[config.mk]
export PLATFORM = sky130hd
export DESIGN_NAME = atpc_ctrl
export DESIGN_NICKNAME = d
export VERILOG_FILES = /design/src/atpc_ctrl.v /design/src/atpc_prescaler.v /design/src/atpc_sequencer.v
export VERILOG_INCLUDE_DIRS = /design/src
export SDC_FILE = /design/constraint.sdc
export NUM_CORES = 1
export LEC_CHECK = 0
export ABC_AREA = 1
export BUFFER_PORTS_ARGS = -buffer_cell sky130_fd_sc_hd__buf_4
export CAP_MARGIN = 25
export CORE_ASPECT_RATIO = 1.1
export CORE_UTILIZATION = 30
export DETAILED_ROUTE_END_ITERATION = 16
export GPL_TIMING_DRIVEN = 1
export HOLD_SLACK_MARGIN = 0.05
export PLACE_DENSITY = 0.65
export SLEW_MARGIN = 20
export SYNTH_ARGS = -nofsm -noshare
export SYNTH_HDL_FRONTEND = slang
export SYNTH_HIERARCHICAL = 1
export SYNTH_SLANG_ARGS = --single-unit
[constraint.sdc]
create_clock -name sys_clk_i -period 3.05 [get_ports sys_clk_i]
set_clock_uncertainty 0.15 [all_clocks]
set_input_delay 0.305 -clock sys_clk_i [delete_from_list [all_inputs] [get_ports sys_clk_i]]
set_output_delay 0.305 -clock sys_clk_i [all_outputs]
set_load 0.005 [all_outputs]
[src/atpc_consts.vh]
// register map, field layout, reset values and timing constants of the converter timing block
`ifndef ATPC_CONSTS_VH
`define ATPC_CONSTS_VH

// register word indices; the bus byte address is the index times four
`define ATPC_IDX_SETTLE 12'hF74
`define ATPC_IDX_SAMPLE 12'hF75
`define ATPC_IDX_DIVIDER 12'hF76
`define ATPC_IDX_START 12'hF77
`define ATPC_ADDR_W 14

// field layout
`define ATPC_SETTLE_W 4
`define ATPC_SAMPLE_W 6
`define ATPC_DIV_W 3
`define ATPC_HALF_BIT 0
`define ATPC_QUARTER_BIT 1
`define ATPC_EIGHTH_BIT 2
`define ATPC_START_BIT 7

// reset values
`define ATPC_SETTLE_RST 4'hF
`define ATPC_SAMPLE_RST 6'h3F
`define ATPC_DIV_RST 3'h0

// timing figures in nanoseconds and the system clock period
`define ATPC_CLK_PERIOD_NS 5
`define ATPC_SETTLE_MIN_NS 500
`define ATPC_SAMPLE_MIN_NS 1000
`define ATPC_SETTLE_MIN_CYC ((`ATPC_SETTLE_MIN_NS + `ATPC_CLK_PERIOD_NS - 1) / `ATPC_CLK_PERIOD_NS)
`define ATPC_SAMPLE_MIN_CYC ((`ATPC_SAMPLE_MIN_NS + `ATPC_CLK_PERIOD_NS - 1) / `ATPC_CLK_PERIOD_NS)

// conversion length in converter clock ticks after the sample phase
`define ATPC_CONV_TICKS 10

`endif

[src/atpc_ctrl.v]
// converter timing and prescale control with an Avalon-MM register slave
//
// How it works
// - settling count in bits 3:0, resets all ones
// - sample/hold count in bits 5:0
// - bit 0 set divides converter clock by two when bits 2:1 are clear
// - bit 1 set divides converter clock by four when bit 2 is clear
// - bit 2 set divides converter clock by eight
// - start bit one starts; reads busy status
`timescale 1ns/10ps
`include "atpc_consts.vh"
module atpc_ctrl (
    // clock and reset
    input wire sys_clk_i,
    input wire sys_rst_i,
    // avalon-mm slave
    input wire [`ATPC_ADDR_W-1:0] avs_address_i,
    input wire avs_read_i,
    input wire avs_write_i,
    input wire [31:0] avs_writedata_i,
    input wire [3:0] avs_byteenable_i,
    output reg [31:0] avs_readdata_o,
    output wire avs_waitrequest_o,
    // converter core side
    output wire adc_tick_o,
    output wire [3:0] adc_divisor_o,
    output wire adc_busy_o,
    output wire adc_settle_o,
    output wire adc_sample_o,
    output wire adc_done_o
);
    // settings registers
    reg [`ATPC_SETTLE_W-1:0] settle_count;
    reg [`ATPC_SAMPLE_W-1:0] sample_hold_count;
    reg [`ATPC_DIV_W-1:0] div_sel;
    reg start_pulse;
    reg ack;
    reg [31:0] next_readdata;
    wire req;
    wire wr_lo;
    wire tick;
    wire busy;

    // word index from byte address
    function [11:0] word_idx;
        input [`ATPC_ADDR_W-1:0] a;
        begin
            word_idx = a[`ATPC_ADDR_W-1:2];
        end
    endfunction

    // one wait state per access: request taken at the edge where ack is high
    assign req = avs_read_i | avs_write_i;
    assign avs_waitrequest_o = req & ~ack;
    assign wr_lo = avs_write_i & ack & avs_byteenable_i[0];

    // reserved bits are dropped on write and read back as zero
    always @(posedge sys_clk_i) begin
        if (sys_rst_i) begin
            settle_count <= `ATPC_SETTLE_RST;
            sample_hold_count <= `ATPC_SAMPLE_RST;
            div_sel <= `ATPC_DIV_RST;
            start_pulse <= 1'b0;
            ack <= 1'b0;
        end else begin
            ack <= req & ~ack;
            start_pulse <= 1'b0;
            if (wr_lo) begin
                case (word_idx(avs_address_i))
                    `ATPC_IDX_SETTLE: settle_count <= avs_writedata_i[3:0];
                    `ATPC_IDX_SAMPLE: sample_hold_count <= avs_writedata_i[5:0];
                    `ATPC_IDX_DIVIDER: div_sel <= avs_writedata_i[2:0];
                    `ATPC_IDX_START: start_pulse <= avs_writedata_i[`ATPC_START_BIT];
                    default: start_pulse <= 1'b0;
                endcase
            end
        end
    end

    // read mux; unmapped addresses read zero
    always @* begin
        next_readdata = 32'h0000_0000;
        case (word_idx(avs_address_i))
            `ATPC_IDX_SETTLE: next_readdata = {28'h0, settle_count};
            `ATPC_IDX_SAMPLE: next_readdata = {26'h0, sample_hold_count};
            `ATPC_IDX_DIVIDER: next_readdata = {29'h0, div_sel};
            `ATPC_IDX_START: next_readdata = {24'h0, busy, 7'h00};
            default: next_readdata = 32'h0000_0000;
        endcase
    end

    // read data registered so it stands at the completing edge
    always @(posedge sys_clk_i) begin
        if (sys_rst_i) begin
            avs_readdata_o <= 32'h0000_0000;
        end else if (avs_read_i & ~ack) begin
            avs_readdata_o <= next_readdata;
        end
    end

    atpc_prescaler u_prescaler (
        .sys_clk_i(sys_clk_i),
        .sys_rst_i(sys_rst_i),
        .div_sel_i(div_sel),
        .tick_o(tick),
        .divisor_o(adc_divisor_o)
    );

    // a start written while busy is ignored by the idle-only sequencer
    atpc_sequencer u_sequencer (
        .sys_clk_i(sys_clk_i),
        .sys_rst_i(sys_rst_i),
        .tick_i(tick),
        .start_i(start_pulse),
        .settle_count_i(settle_count),
        .sample_hold_count_i(sample_hold_count),
        .busy_o(busy),
        .settle_o(adc_settle_o),
        .sample_o(adc_sample_o),
        .done_o(adc_done_o)
    );

    assign adc_tick_o = tick;
    assign adc_busy_o = busy;
endmodule

[src/atpc_prescaler.v]
// converter clock prescaler: one-cycle tick at sys rate divided by 1, 2, 4 or 8
`timescale 1ns/10ps
`include "atpc_consts.vh"
module atpc_prescaler (
    // clock and reset
    input wire sys_clk_i,
    input wire sys_rst_i,
    // divide select bits
    input wire [`ATPC_DIV_W-1:0] div_sel_i,
    // converter clock enable tick and divisor in use
    output reg tick_o,
    output reg [3:0] divisor_o
);
    reg [2:0] cnt;
    reg [2:0] next_cnt;
    reg [2:0] limit;

    // largest selected divisor wins so the rate is always defined
    always @* begin
        if (div_sel_i[`ATPC_EIGHTH_BIT]) begin
            limit = 3'h7;
        end else if (div_sel_i[`ATPC_QUARTER_BIT]) begin
            limit = 3'h3;
        end else if (div_sel_i[`ATPC_HALF_BIT]) begin
            limit = 3'h1;
        end else begin
            limit = 3'h0;
        end
        next_cnt = (cnt >= limit) ? 3'h0 : cnt + 3'h1;
    end

    // counter restarts cleanly when the selection shrinks below the count
    always @(posedge sys_clk_i) begin
        if (sys_rst_i) begin
            cnt <= 3'h0;
            tick_o <= 1'b0;
            divisor_o <= 4'h1;
        end else begin
            cnt <= next_cnt;
            tick_o <= (cnt >= limit);
            divisor_o <= {1'b0, limit} + 4'h1;
        end
    end
endmodule

[src/atpc_sequencer.v]
// conversion sequencer: settle and sample/hold on system clocks, then convert on converter ticks
`timescale 1ns/10ps
`include "atpc_consts.vh"
module atpc_sequencer (
    // clock and reset
    input wire sys_clk_i,
    input wire sys_rst_i,
    // timing setup and start request
    input wire tick_i,
    input wire start_i,
    input wire [`ATPC_SETTLE_W-1:0] settle_count_i,
    input wire [`ATPC_SAMPLE_W-1:0] sample_hold_count_i,
    // phase outputs
    output reg busy_o,
    output reg settle_o,
    output reg sample_o,
    output reg done_o
);
    localparam PH_IDLE = 4'h1;
    localparam PH_SETTLE = 4'h2;
    localparam PH_SAMPLE = 4'h4;
    localparam PH_CONV = 4'h8;
    reg [3:0] state;
    reg [5:0] cnt;

    // phases count system clocks; conversion steps count converter ticks
    always @(posedge sys_clk_i) begin
        if (sys_rst_i) begin
            state <= PH_IDLE;
            cnt <= 6'h00;
            busy_o <= 1'b0;
            settle_o <= 1'b0;
            sample_o <= 1'b0;
            done_o <= 1'b0;
        end else begin
            done_o <= 1'b0;
            case (state)
                PH_IDLE: begin
                    if (start_i) begin
                        state <= PH_SETTLE;
                        cnt <= {2'b00, settle_count_i};
                        busy_o <= 1'b1;
                        settle_o <= 1'b1;
                    end
                end
                PH_SETTLE: begin
                    if (cnt == 6'h00) begin
                        state <= PH_SAMPLE;
                        cnt <= sample_hold_count_i;
                        settle_o <= 1'b0;
                        sample_o <= 1'b1;
                    end else begin
                        cnt <= cnt - 6'h01;
                    end
                end
                PH_SAMPLE: begin
                    if (cnt == 6'h00) begin
                        state <= PH_CONV;
                        cnt <= 6'd`ATPC_CONV_TICKS;
                        sample_o <= 1'b0;
                    end else begin
                        cnt <= cnt - 6'h01;
                    end
                end
                PH_CONV: begin
                    if (tick_i) begin
                        if (cnt == 6'h01) begin
                            state <= PH_IDLE;
                            busy_o <= 1'b0;
                            done_o <= 1'b1;
                        end
                        cnt <= cnt - 6'h01;
                    end
                end
                default: begin
                    state <= PH_IDLE;
                    busy_o <= 1'b0;
                    settle_o <= 1'b0;
                    sample_o <= 1'b0;
                end
            endcase
        end
    end
endmodule
==> flow_summary_export.csv, run 1 <==
group,metric,value,unit
setup_path,path_class,"flip-flop to flip-flop",
clock_tree,clkSinkCount,44,
routing,wl_per_cell,11.4,um
routing,via_per_inst,4.56,
routing,route.detailed.drc,0,
global_routing,grt_max_degree,24,
setup_path,start_kind,"flip-flop",
clock_tree,cts.repair.resized,0,
die,io_pins,96,
clock_tree,clock_path_buffers,2,
synthesis,async_reset_ff_frac,0,
final_layout,area_growth,16.3,%
die,rows,35,
timing,max_freq,587,MHz
setup_path,arrival,1.76,ns
die,fp.dieW,90.3,um
clock_tree,cts_tree,"built",
setup_path,cp_max_fo,8,
synthesis,synth_common_cells,"nand2_1 (73), dfxtp_1 (44), inv_1 (37), nor2_1 (27)",
final_layout,utilization,0.358,
final_layout,drive_above_1_share,0.225,
clock_tree,post-cts-setup-buffers,0,
min_path,hold_path_depth,3,
power_and_ir_drop,ir_drop,0.171,mV
synthesis,ys_ff_latch,44,
power_and_ir_drop,p_leak,1.45,nW
clock_tree,numCtsBuffers,5,
routing,antenna_left,0,
synthesis,yosysUniqueCellTypes,38,
timing,finalCritPeriodShare,0.558,
clock_tree,cts_root_buffer,"clkbuf_8",
global_routing,antenna_found_initial,0,
setup_path,cp-end-kind,"flip-flop",
synthesis,synth_edf_count,0,
placed_design,place_congestion,0.856,
timing,slew_violations,0,
setup_path,crit_required,3.11,ns
global_routing,grt_first_pass_wirelength,9.62,mm
routing,drt_iter0_drc,106,
clock_tree,path_clk_slew,0.09,ns
synthesis,yosys.area.top_type,"dfxtp_1",
synthesis,avgSynthCellArea,7.50,um^2
timing,setup_viol,0,
timing,fin_setup_tns,0,ns
timing,relSlewSlack,0.628,
synthesis,seq_area_frac_synth,0.342,
placed_design,io_buffers,40,
die,die_height,99.1,um
power_and_ir_drop,total_power,1.17,mW
synthesis,netlist_area,0.00257,mm^2
timing,rsz0062_at_grt,"false",
routing,drt-total-wl,5.68,mm
timing,final.min_clock_period,1.70,ns
final_layout,nFillCells,894,
timing,finalHoldViolCount,0,
synthesis,yosysMostFrequentCell,"nand2_1",
global_routing,track_usage,0.133,
die,core_area,0.00836,mm^2
placed_design,hpwl,4.40,mm
clock_tree,clk-insertion-delay-late,0.30,ns
final_layout,diodes,0,
routing,vias,2273,
job,drv_cap,0,
synthesis,synth_cells,343,
synthesis,yosys_warnings,6,
setup_path,r2r_cells,9,
timing,worst_pin_slew,0.558,ns
global_routing,grt.overflow.total,0,
global_routing,first_global_vias,2136,
die,die_area,0.00895,mm^2
routing,first_pass_iters,4,
die,start_util,0.308,
synthesis,ys.flop_type,"dfxtp_1",
synthesis,synth.top_cell.area_share,0.342,
outcome,status,"completed",
power_and_ir_drop,power_density,392,mW/mm^2
min_path,min_path_type,"primary input to flip-flop",
synthesis,synth.area.top_cells,"dfxtp_1 (34%), nand2_1 (11%), buf_4 (7.3%)",
clock_tree,cts.hold.buffers_added,0,
final_layout,fin_nets,446,
clock_tree,htree_levels,2,
[logic make-up after synthesis]
logic type,synth area share
AO/OA/AOI/OAI,0.101
AND/OR/NAND/NOR,0.359
other,0.00146
flip-flops,0.342
adder cells (fa/ha/maj),0.0292
XOR/XNOR,0.0136
buffers and inverters,0.153
[registers in the layout (all words and copies together), names as in the netlist]
register,flops
ack,1
avs_readdata_o,7
div_sel,3
sample_hold_count,6
settle_count,4
start_pulse,1
u_prescaler/cnt,3
u_prescaler/divisor_o,4
u_prescaler/tick_o,1
u_sequencer/busy_o,1
u_sequencer/cnt,6
u_sequencer/done_o,1
u_sequencer/sample_o,1
u_sequencer/settle_o,1
u_sequencer/state,4
[layout by cell type (no fill, tap or decap), types with 3 or more instances in the layout]
master    count
a21oi_2       4
buf_4        42
xnor2_1       3
inv_1        37
o21ai_0       8
nor2_1       27
nand2_2       8
nor2_2        3
conb_1       25
nand2_1      73
a21oi_1      17
nand3_1      25
inv_2         5
nor3_1        3
dfxtp_1      44
clkbuf_8      6
o211ai_1      4
nand3_2       3
nor2_4        3
ha_1          6
o211ai_2      4
nand4_1      17
[power breakdown]
group          internal (mW)  switching [mW]  total [mW]
Combinational         0.0695           0.118       0.187
Clock                  0.184           0.207       0.391
Sequential             0.584         0.00958       0.593
Total                  0.837           0.334        1.17
[per-stage QoR]
| step | cell area (um^2) | hold WS [ns] | instances | setup WS, ns |
|---|---|---|---|---|
| finish | 2990 | 0.131 | 498 | 1.35 |
| global route | 2990 | 0.112 | 498 | 1.20 |
| CTS | 2990 | 0.117 | 498 | 1.34 |
| detailed placement | 2900 | 0.290 | 490 | 1.32 |
| global placement | 2900 | 0.282 | 490 | 1.34 |
| floorplan | 2660 | 0.224 | 367 | 1.54 |
[path summary, 6_finish.rpt]
check / from / end / slack (ns)
worst max-delay path: u_sequencer/cnt[0]$_SDFFE_PP0P_ / u_sequencer/cnt[4]$_SDFFE_PP0P_ / 1.35
worst max register to register: u_sequencer/cnt[0]$_SDFFE_PP0P_ / u_sequencer/cnt[4]$_SDFFE_PP0P_ / 1.35
worst min register to register: u_prescaler/cnt[0]$_SDFF_PP0_ / u_prescaler/cnt[0]$_SDFF_PP0_ / 0.30
worst min-delay path: avs_read_i / ack$_SDFF_PP0_ / 0.13
[layout make-up]
| type | instances | area [um^2] | area share |
|---|---|---|---|
| Clock buffer | 7 | 86.3 | 0.0289 |
| Inverter | 43 | 175 | 0.0586 |
| Tap cell | 111 | 139 | 0.0464 |
| Clock inverter | 1 | 7.51 | 0.00251 |
| Timing Repair Buffer | 42 | 315 | 0.105 |
| Multi-Input combinational cell | 250 | 1390 | 0.464 |
| Sequential cell | 44 | 881 | 0.294 |
[worst max-delay path, cell delays in order (launching register included)]
cell and delay (ns):
dfxtp_1 0.33, inv_1 0.11, ha_1 0.23, nand2_2 0.12
nor2_8 0.17, inv_2 0.08, o21ai_0 0.18, a21oi_1 0.10
nor2_1 0.09, nor2_1 0.04
[layer usage]
| metal | vias up | track usage | wire [um] |
|---|---|---|---|
| met3 | 6 | 0.0359 | 216 |
| li1 | 1158 | - | - |
| met2 | 58 | 0.248 | 2980 |
| met5 | - | 0 | 0 |
| met4 | 0 | 0.0273 | 36 |
| met1 | 1051 | 0.151 | 2440 |
Note: power is estimated with default switching activity, not from simulation.
==> run 2: changes to the inputs <==
==> constraint.sdc (replaced) <==
create_clock -name sys_clk_i -period 1.65 [get_ports sys_clk_i]
set_clock_uncertainty 0.15 [all_clocks]
set_input_delay 0.165 -clock sys_clk_i [delete_from_list [all_inputs] [get_ports sys_clk_i]]
set_output_delay 0.165 -clock sys_clk_i [all_outputs]
set_load 0.005 [all_outputs]
==> run 2 against run 1 <==
  * Register-to-register slack got worse by 1.3 ns
  * Sequential power up 85%
  * Critical path type unchanged
  * Utilization rose by 3.0 points
==> flow_summary_export.csv, run 2 (synthesized netlist as in run 1, its figures left out) <==
group,metric,value,unit
setup_path,arrival,1.62,ns
timing,max_freq,643,MHz
final_layout,mostFrequentLayoutCell,"nand2_1",
routing,first_pass_iters,4,
clock_tree,path_clk_slew,0.09,ns
global_routing,first_global_vias,2300,
timing,finalHoldViolCount,0,
setup_path,r2r_cells,9,
routing,route.detailed.drc,0,
setup_path,crit_required,1.72,ns
power_and_ir_drop,switching_share,0.271,
placed_design,hpwl,4.63,mm
power_and_ir_drop,switching_power,0.634,mW
die,start_util,0.308,
power_and_ir_drop,internal-power,1.70,mW
power_and_ir_drop,ir_drop,0.398,mV
timing,fin_setup_tns,0,ns
outcome,status,"completed",
timing,setup_viol,0,
min_path,min_path_type,"primary input to flip-flop",
routing,wl_per_cell,11.6,um
power_and_ir_drop,p_seq_frac,0.468,
final_layout,top_regs,"avs_readdata_o: 7 flops, sample_hold_count: 6 flops, u_sequencer/cnt: 6 flops",
power_and_ir_drop,p_clk_frac,0.351,
min_path,hold_path_depth,2,
die,io_pins,96,
final_layout,final_cell_mix,"nand2_1 (72), buf_4 (54), dfxtp_1 (42)",
routing,antenna_left,0,
clock_tree,numCtsBuffers,5,
die,core_area,0.00836,mm^2
power_and_ir_drop,p_leak,1.57,nW
timing,final.min_clock_period,1.55,ns
timing,rsz0062_at_grt,"true",
routing,vias,2382,
clock_tree,cts_tree,"built",
clock_tree,clk-insertion-delay-late,0.30,ns
die,die_area,0.00895,mm^2
setup_path,path_class,"flip-flop to flip-flop",
power_and_ir_drop,power_density,721,mW/mm^2
global_routing,track_usage,0.139,
routing,drt-total-wl,6.02,mm
final_layout,drive_above_1_share,0.270,
final_layout,regArea,883,um^2
global_routing,antenna_found_initial,0,
final_layout,multi_input_area,0.00144,mm^2
timing,slew_violations,0,
placed_design,dp_slack,0.0356,ns
power_and_ir_drop,combinationalPowerShare,0.181,
timing,worst_slack,0.0954,ns
die,rows,35,
placed_design,io_buffers,40,
clock_tree,clkSinkCount,44,
job,drv_cap,0,
global_routing,grt_max_degree,24,
final_layout,diodes,0,
clock_tree,htree_levels,2,
routing,via_per_inst,4.59,
timing,whs,0.0592,ns
placed_design,post_dp_cell_area,0.00299,mm^2
final_layout,regMostFlops,"avs_readdata_o",
clock_tree,clock_path_buffers,2,
setup_path,cp-end-kind,"flip-flop",
placed_design,place_congestion,0.855,
routing,drt_iter0_drc,80,
final_layout,fin_nets,467,
die,fp.dieW,90.3,um
timing,finalCritPeriodShare,0.942,
final_layout,largest_reg_flops,7,
final_layout,nFillCells,881,
setup_path,cp_max_fo,5,
clock_tree,cts_root_buffer,"clkbuf_8",
global_routing,grt_first_pass_wirelength,10.1,mm
global_routing,grt.overflow.total,0,
die,die_height,99.1,um
final_layout,final_area,0.00324,mm^2
setup_path,start_kind,"flip-flop",
final_layout,area_growth,26.1,%
==> run 2: cell count changes in the layout (fill, tap and decap cells not counted), sizes merged <==
cell         delta
buf            +12
dlygate4sd3     +9
clkbuf          -2
bufinv          +1
clkinv          +1
==> run 2: routing by layer <==
layer,vias to the layer above,wire length (um),track usage
met1,1097,2460,0.154
met3,8,262,0.0237
met5,-,0,0
met2,75,3220,0.272
li1,1202,-,-
met4,0,71,0.0347
==> run 2: area by class of cell <==
| cell class | instances | area share |
|---|---|---|
| Clock buffer | 5 | 0.0212 |
| Clock inverter | 3 | 0.0131 |
| Inverter | 43 | 0.0540 |
| Multi-Input combinational cell | 250 | 0.444 |
| Sequential cell | 44 | 0.272 |
| Tap cell | 111 | 0.0428 |
| Timing Repair Buffer | 63 | 0.153 |
==> run 2: through the flow <==
| step | util | total power [mW] | instances |
|---|---|---|---|
| final | 0.388 | 2.34 | 519 |
| after global routing | 0.388 | 2.46 | 519 |
| after CTS | 0.381 | 2.35 | 519 |
| after detailed placement | 0.357 | 1.50 | 502 |
| after global placement | 0.357 | 1.50 | 502 |
| after floorplan | - | 1.40 | 367 |
==> run 2: critical path, stage by stage, from the launching register on <==
cell and delay [ns]:
dfxtp_1 0.33, inv_1 0.11, ha_4 0.16, nand2_4 0.07, nor2_8 0.16, inv_2 0.08
buf_4 0.13, nand2_2 0.07, nand3_2 0.06, a41oi_2 0.15
==> run 2: final timing paths <==
check / slack [ns] / to / startpoint
worst max-delay path: 0.1 / u_sequencer/state[3]$_SDFFE_PP0P_ / u_sequencer/cnt[0]$_SDFFE_PP0P_
worst min-delay path: 0.06 / u_sequencer/sample_o$_SDFFE_PP0P_ / sys_rst_i
worst max register to register: 0.1 / u_sequencer/state[3]$_SDFFE_PP0P_ / u_sequencer/cnt[0]$_SDFFE_PP0P_
worst min register to register: 0.30 / u_prescaler/cnt[0]$_SDFF_PP0_ / u_prescaler/cnt[0]$_SDFF_PP0_
==> run 2: timing repair <==
action,CTS,global route
hold buffers,9,0
endpoints found under the setup margin,0,9
gates resized for setup,0,16
endpoints found under the hold margin,9,0
buffers inserted,0,0
==> run 2: power groups by stage <==
stage               sequential (mW)  combinational [mW]  clock (mW)
floorplan                      1.12               0.283           0
global placement               1.12               0.380           0
detailed placement             1.12               0.384           0
CTS                            1.09               0.405       0.848
global route                   1.10               0.468       0.893
finish                         1.10               0.424       0.820
==> run 3: changes to the inputs <==
--- a/config.mk
+++ b/config.mk
@@ -15,6 +15,7 @@
 export GPL_TIMING_DRIVEN = 1
 export HOLD_SLACK_MARGIN = 0.05
 export PLACE_DENSITY = 0.65
+export RECOVER_POWER = 50
 export SLEW_MARGIN = 20
 export SYNTH_ARGS = -nofsm -noshare
 export SYNTH_HDL_FRONTEND = slang
==> run 3 against run 2 <==
  * Fmax fell by 0.88%
  * Sequential power barely moved
  * Routed wire length fell by 0.33%
  * Global-route usage did not move
  * Via count fell by 0.25%
  * Critical endpoint unchanged
  * Largest power group unchanged
==> flow_summary_export.csv, run 3 (synthesized netlist as in run 1, its figures left out) <==
group,metric,value,unit
job,drv_cap,0,
setup_path,crit_required,1.72,ns
power_and_ir_drop,p_leak,1.56,nW
global_routing,grt_first_pass_wirelength,10.1,mm
die,io_pins,96,
placed_design,place_congestion,0.855,
final_layout,regMostFlops,"avs_readdata_o",
timing,slew_violations,0,
final_layout,drive_above_1_share,0.265,
routing,antenna_left,0,
setup_path,cp_max_fo,5,
setup_path,critPathMaxStageDelay,0.33,ns
die,core_area,0.00836,mm^2
global_routing,track_usage,0.139,
setup_path,path_cells,"inv_1 > ha_4 > nand2_4 > nor2_8 > inv_2 > buf_4 > nand2_2 > nand3_2 > a41oi_2",
setup_path,arrival,1.64,ns
final_layout,diodes,0,
routing,first_pass_iters,5,
min_path,hold_path_depth,2,
final_layout,largest_reg_flops,7,
setup_path,slowest_stage,"dfxtp_1",
setup_path,cp.depth,9,
die,die_height,99.1,um
clock_tree,htree_levels,2,
final_layout,final_cell_mix,"nand2_1 (72), dfxtp_1 (42), buf_4 (37)",
final_layout,mostFrequentLayoutCell,"nand2_1",
timing,finalCritPeriodShare,0.951,
placed_design,post_dp_cell_area,0.00299,mm^2
global_routing,first_global_vias,2300,
global_routing,grt.overflow.total,0,
final_layout,nFillCells,882,
timing,final.min_clock_period,1.57,ns
routing,wl_per_cell,11.6,um
die,die_area,0.00895,mm^2
setup_path,path_buf_inv,3,
placed_design,hpwl,4.63,mm
setup_path,path_class,"flip-flop to flip-flop",
timing,rsz0062_at_grt,"true",
outcome,status,"completed",
setup_path,crit_family,"simple AND/OR/NAND/NOR gates",
die,start_util,0.308,
routing,drt_iter0_drc,77,
clock_tree,post-cts-setup-buffers,0,
placed_design,io_buffers,40,
clock_tree,clk-insertion-delay-late,0.30,ns
final_layout,final_area,0.00323,mm^2
clock_tree,cts_root_buffer,"clkbuf_8",
clock_tree,numCtsBuffers,5,
routing,drt-total-wl,6.00,mm
routing,route.detailed.drc,0,
routing,via_per_inst,4.58,
clock_tree,clock_path_buffers,2,
die,fp.dieW,90.3,um
setup_path,r2r_cells,9,
timing,setup_viol,0,
clock_tree,path_clk_slew,0.09,ns
die,rows,35,
min_path,min_path_type,"primary input to flip-flop",
global_routing,antenna_found_initial,0,
timing,finalHoldViolCount,0,
setup_path,cp-end-kind,"flip-flop",
timing,max_freq,638,MHz
power_and_ir_drop,ir_drop,0.397,mV
global_routing,grt_max_degree,24,
setup_path,start_kind,"flip-flop",
final_layout,top_regs,"avs_readdata_o: 7 flops, sample_hold_count: 6 flops, u_sequencer/cnt: 6 flops",
routing,vias,2376,
final_layout,area_growth,25.7,%
final_layout,fin_nets,467,
clock_tree,cts_tree,"built",
timing,fin_setup_tns,0,ns
clock_tree,clkSinkCount,44,
power_and_ir_drop,power_density,724,mW/mm^2
run 3: cell count changes in the layout (fill, tap and decap cells not counted):
cell / previous run / this run
nand3_2: 4 / 3
nand3_1: 24 / 25
buf_4: 54 / 37
clkbuf_1: 0 / 1
clkbuf_4: 0 / 16
run 3: area by class of cell:
cell class	count	area [um^2]	area share
Inverter	43	175	0.0542
Clock buffer	5	68.8	0.0213
Tap cell	111	139	0.0429
Clock inverter	3	42.5	0.0132
Sequential cell	44	883	0.273
Timing Repair Buffer	63	492	0.152
Multi-Input combinational cell	250	1430	0.443
run 3: repair_timing:
action                     in CTS  in global routing
hold buffers                    9                  0
hold endpoints to repair        9                  0
resized for setup               0                 16
setup endpoints to repair       0                  9
run 3: worst paths after layout:
path	slack (ns)	to	start
worst max-delay path	0.08	u_sequencer/state[3]$_SDFFE_PP0P_	u_sequencer/cnt[0]$_SDFFE_PP0P_
worst min-delay path	0.06	u_sequencer/sample_o$_SDFFE_PP0P_	sys_rst_i
worst max register to register	0.08	u_sequencer/state[3]$_SDFFE_PP0P_	u_sequencer/cnt[0]$_SDFFE_PP0P_
worst min register to register	0.30	u_prescaler/cnt[0]$_SDFF_PP0_	u_prescaler/cnt[0]$_SDFF_PP0_
run 3: per-stage QoR:
stage / setup slack (ns) / util / total power, mW / hold WS [ns] / std cells
floorplan: 0.140 / - / 1.40 / 0.0841 / 367
global placement: 0.0883 / 0.357 / 1.50 / 0.284 / 502
detailed placement: 0.0356 / 0.357 / 1.50 / 0.287 / 502
CTS: 0.0283 / 0.381 / 2.35 / 0.0659 / 519
global route: -0.0224 / 0.387 / 2.46 / 0.0776 / 519
finish: 0.0816 / 0.387 / 2.34 / 0.0582 / 519
run 3: report_power, final:
group | leakage (nW) | internal [mW] | switching, mW
clock | 0.0541 | 0.448 | 0.375
combinational | 1.15 | 0.177 | 0.246
sequential | 0.356 | 1.08 | 0.0156
run 3: per-layer routing:
layer	part of all wire	global-route usage	up-vias
met3	0.039	0.0237	8
li1	-	-	1205
met5	0	0	-
met4	0.012	0.0347	0
met1	0.41	0.154	1096
met2	0.53	0.272	67
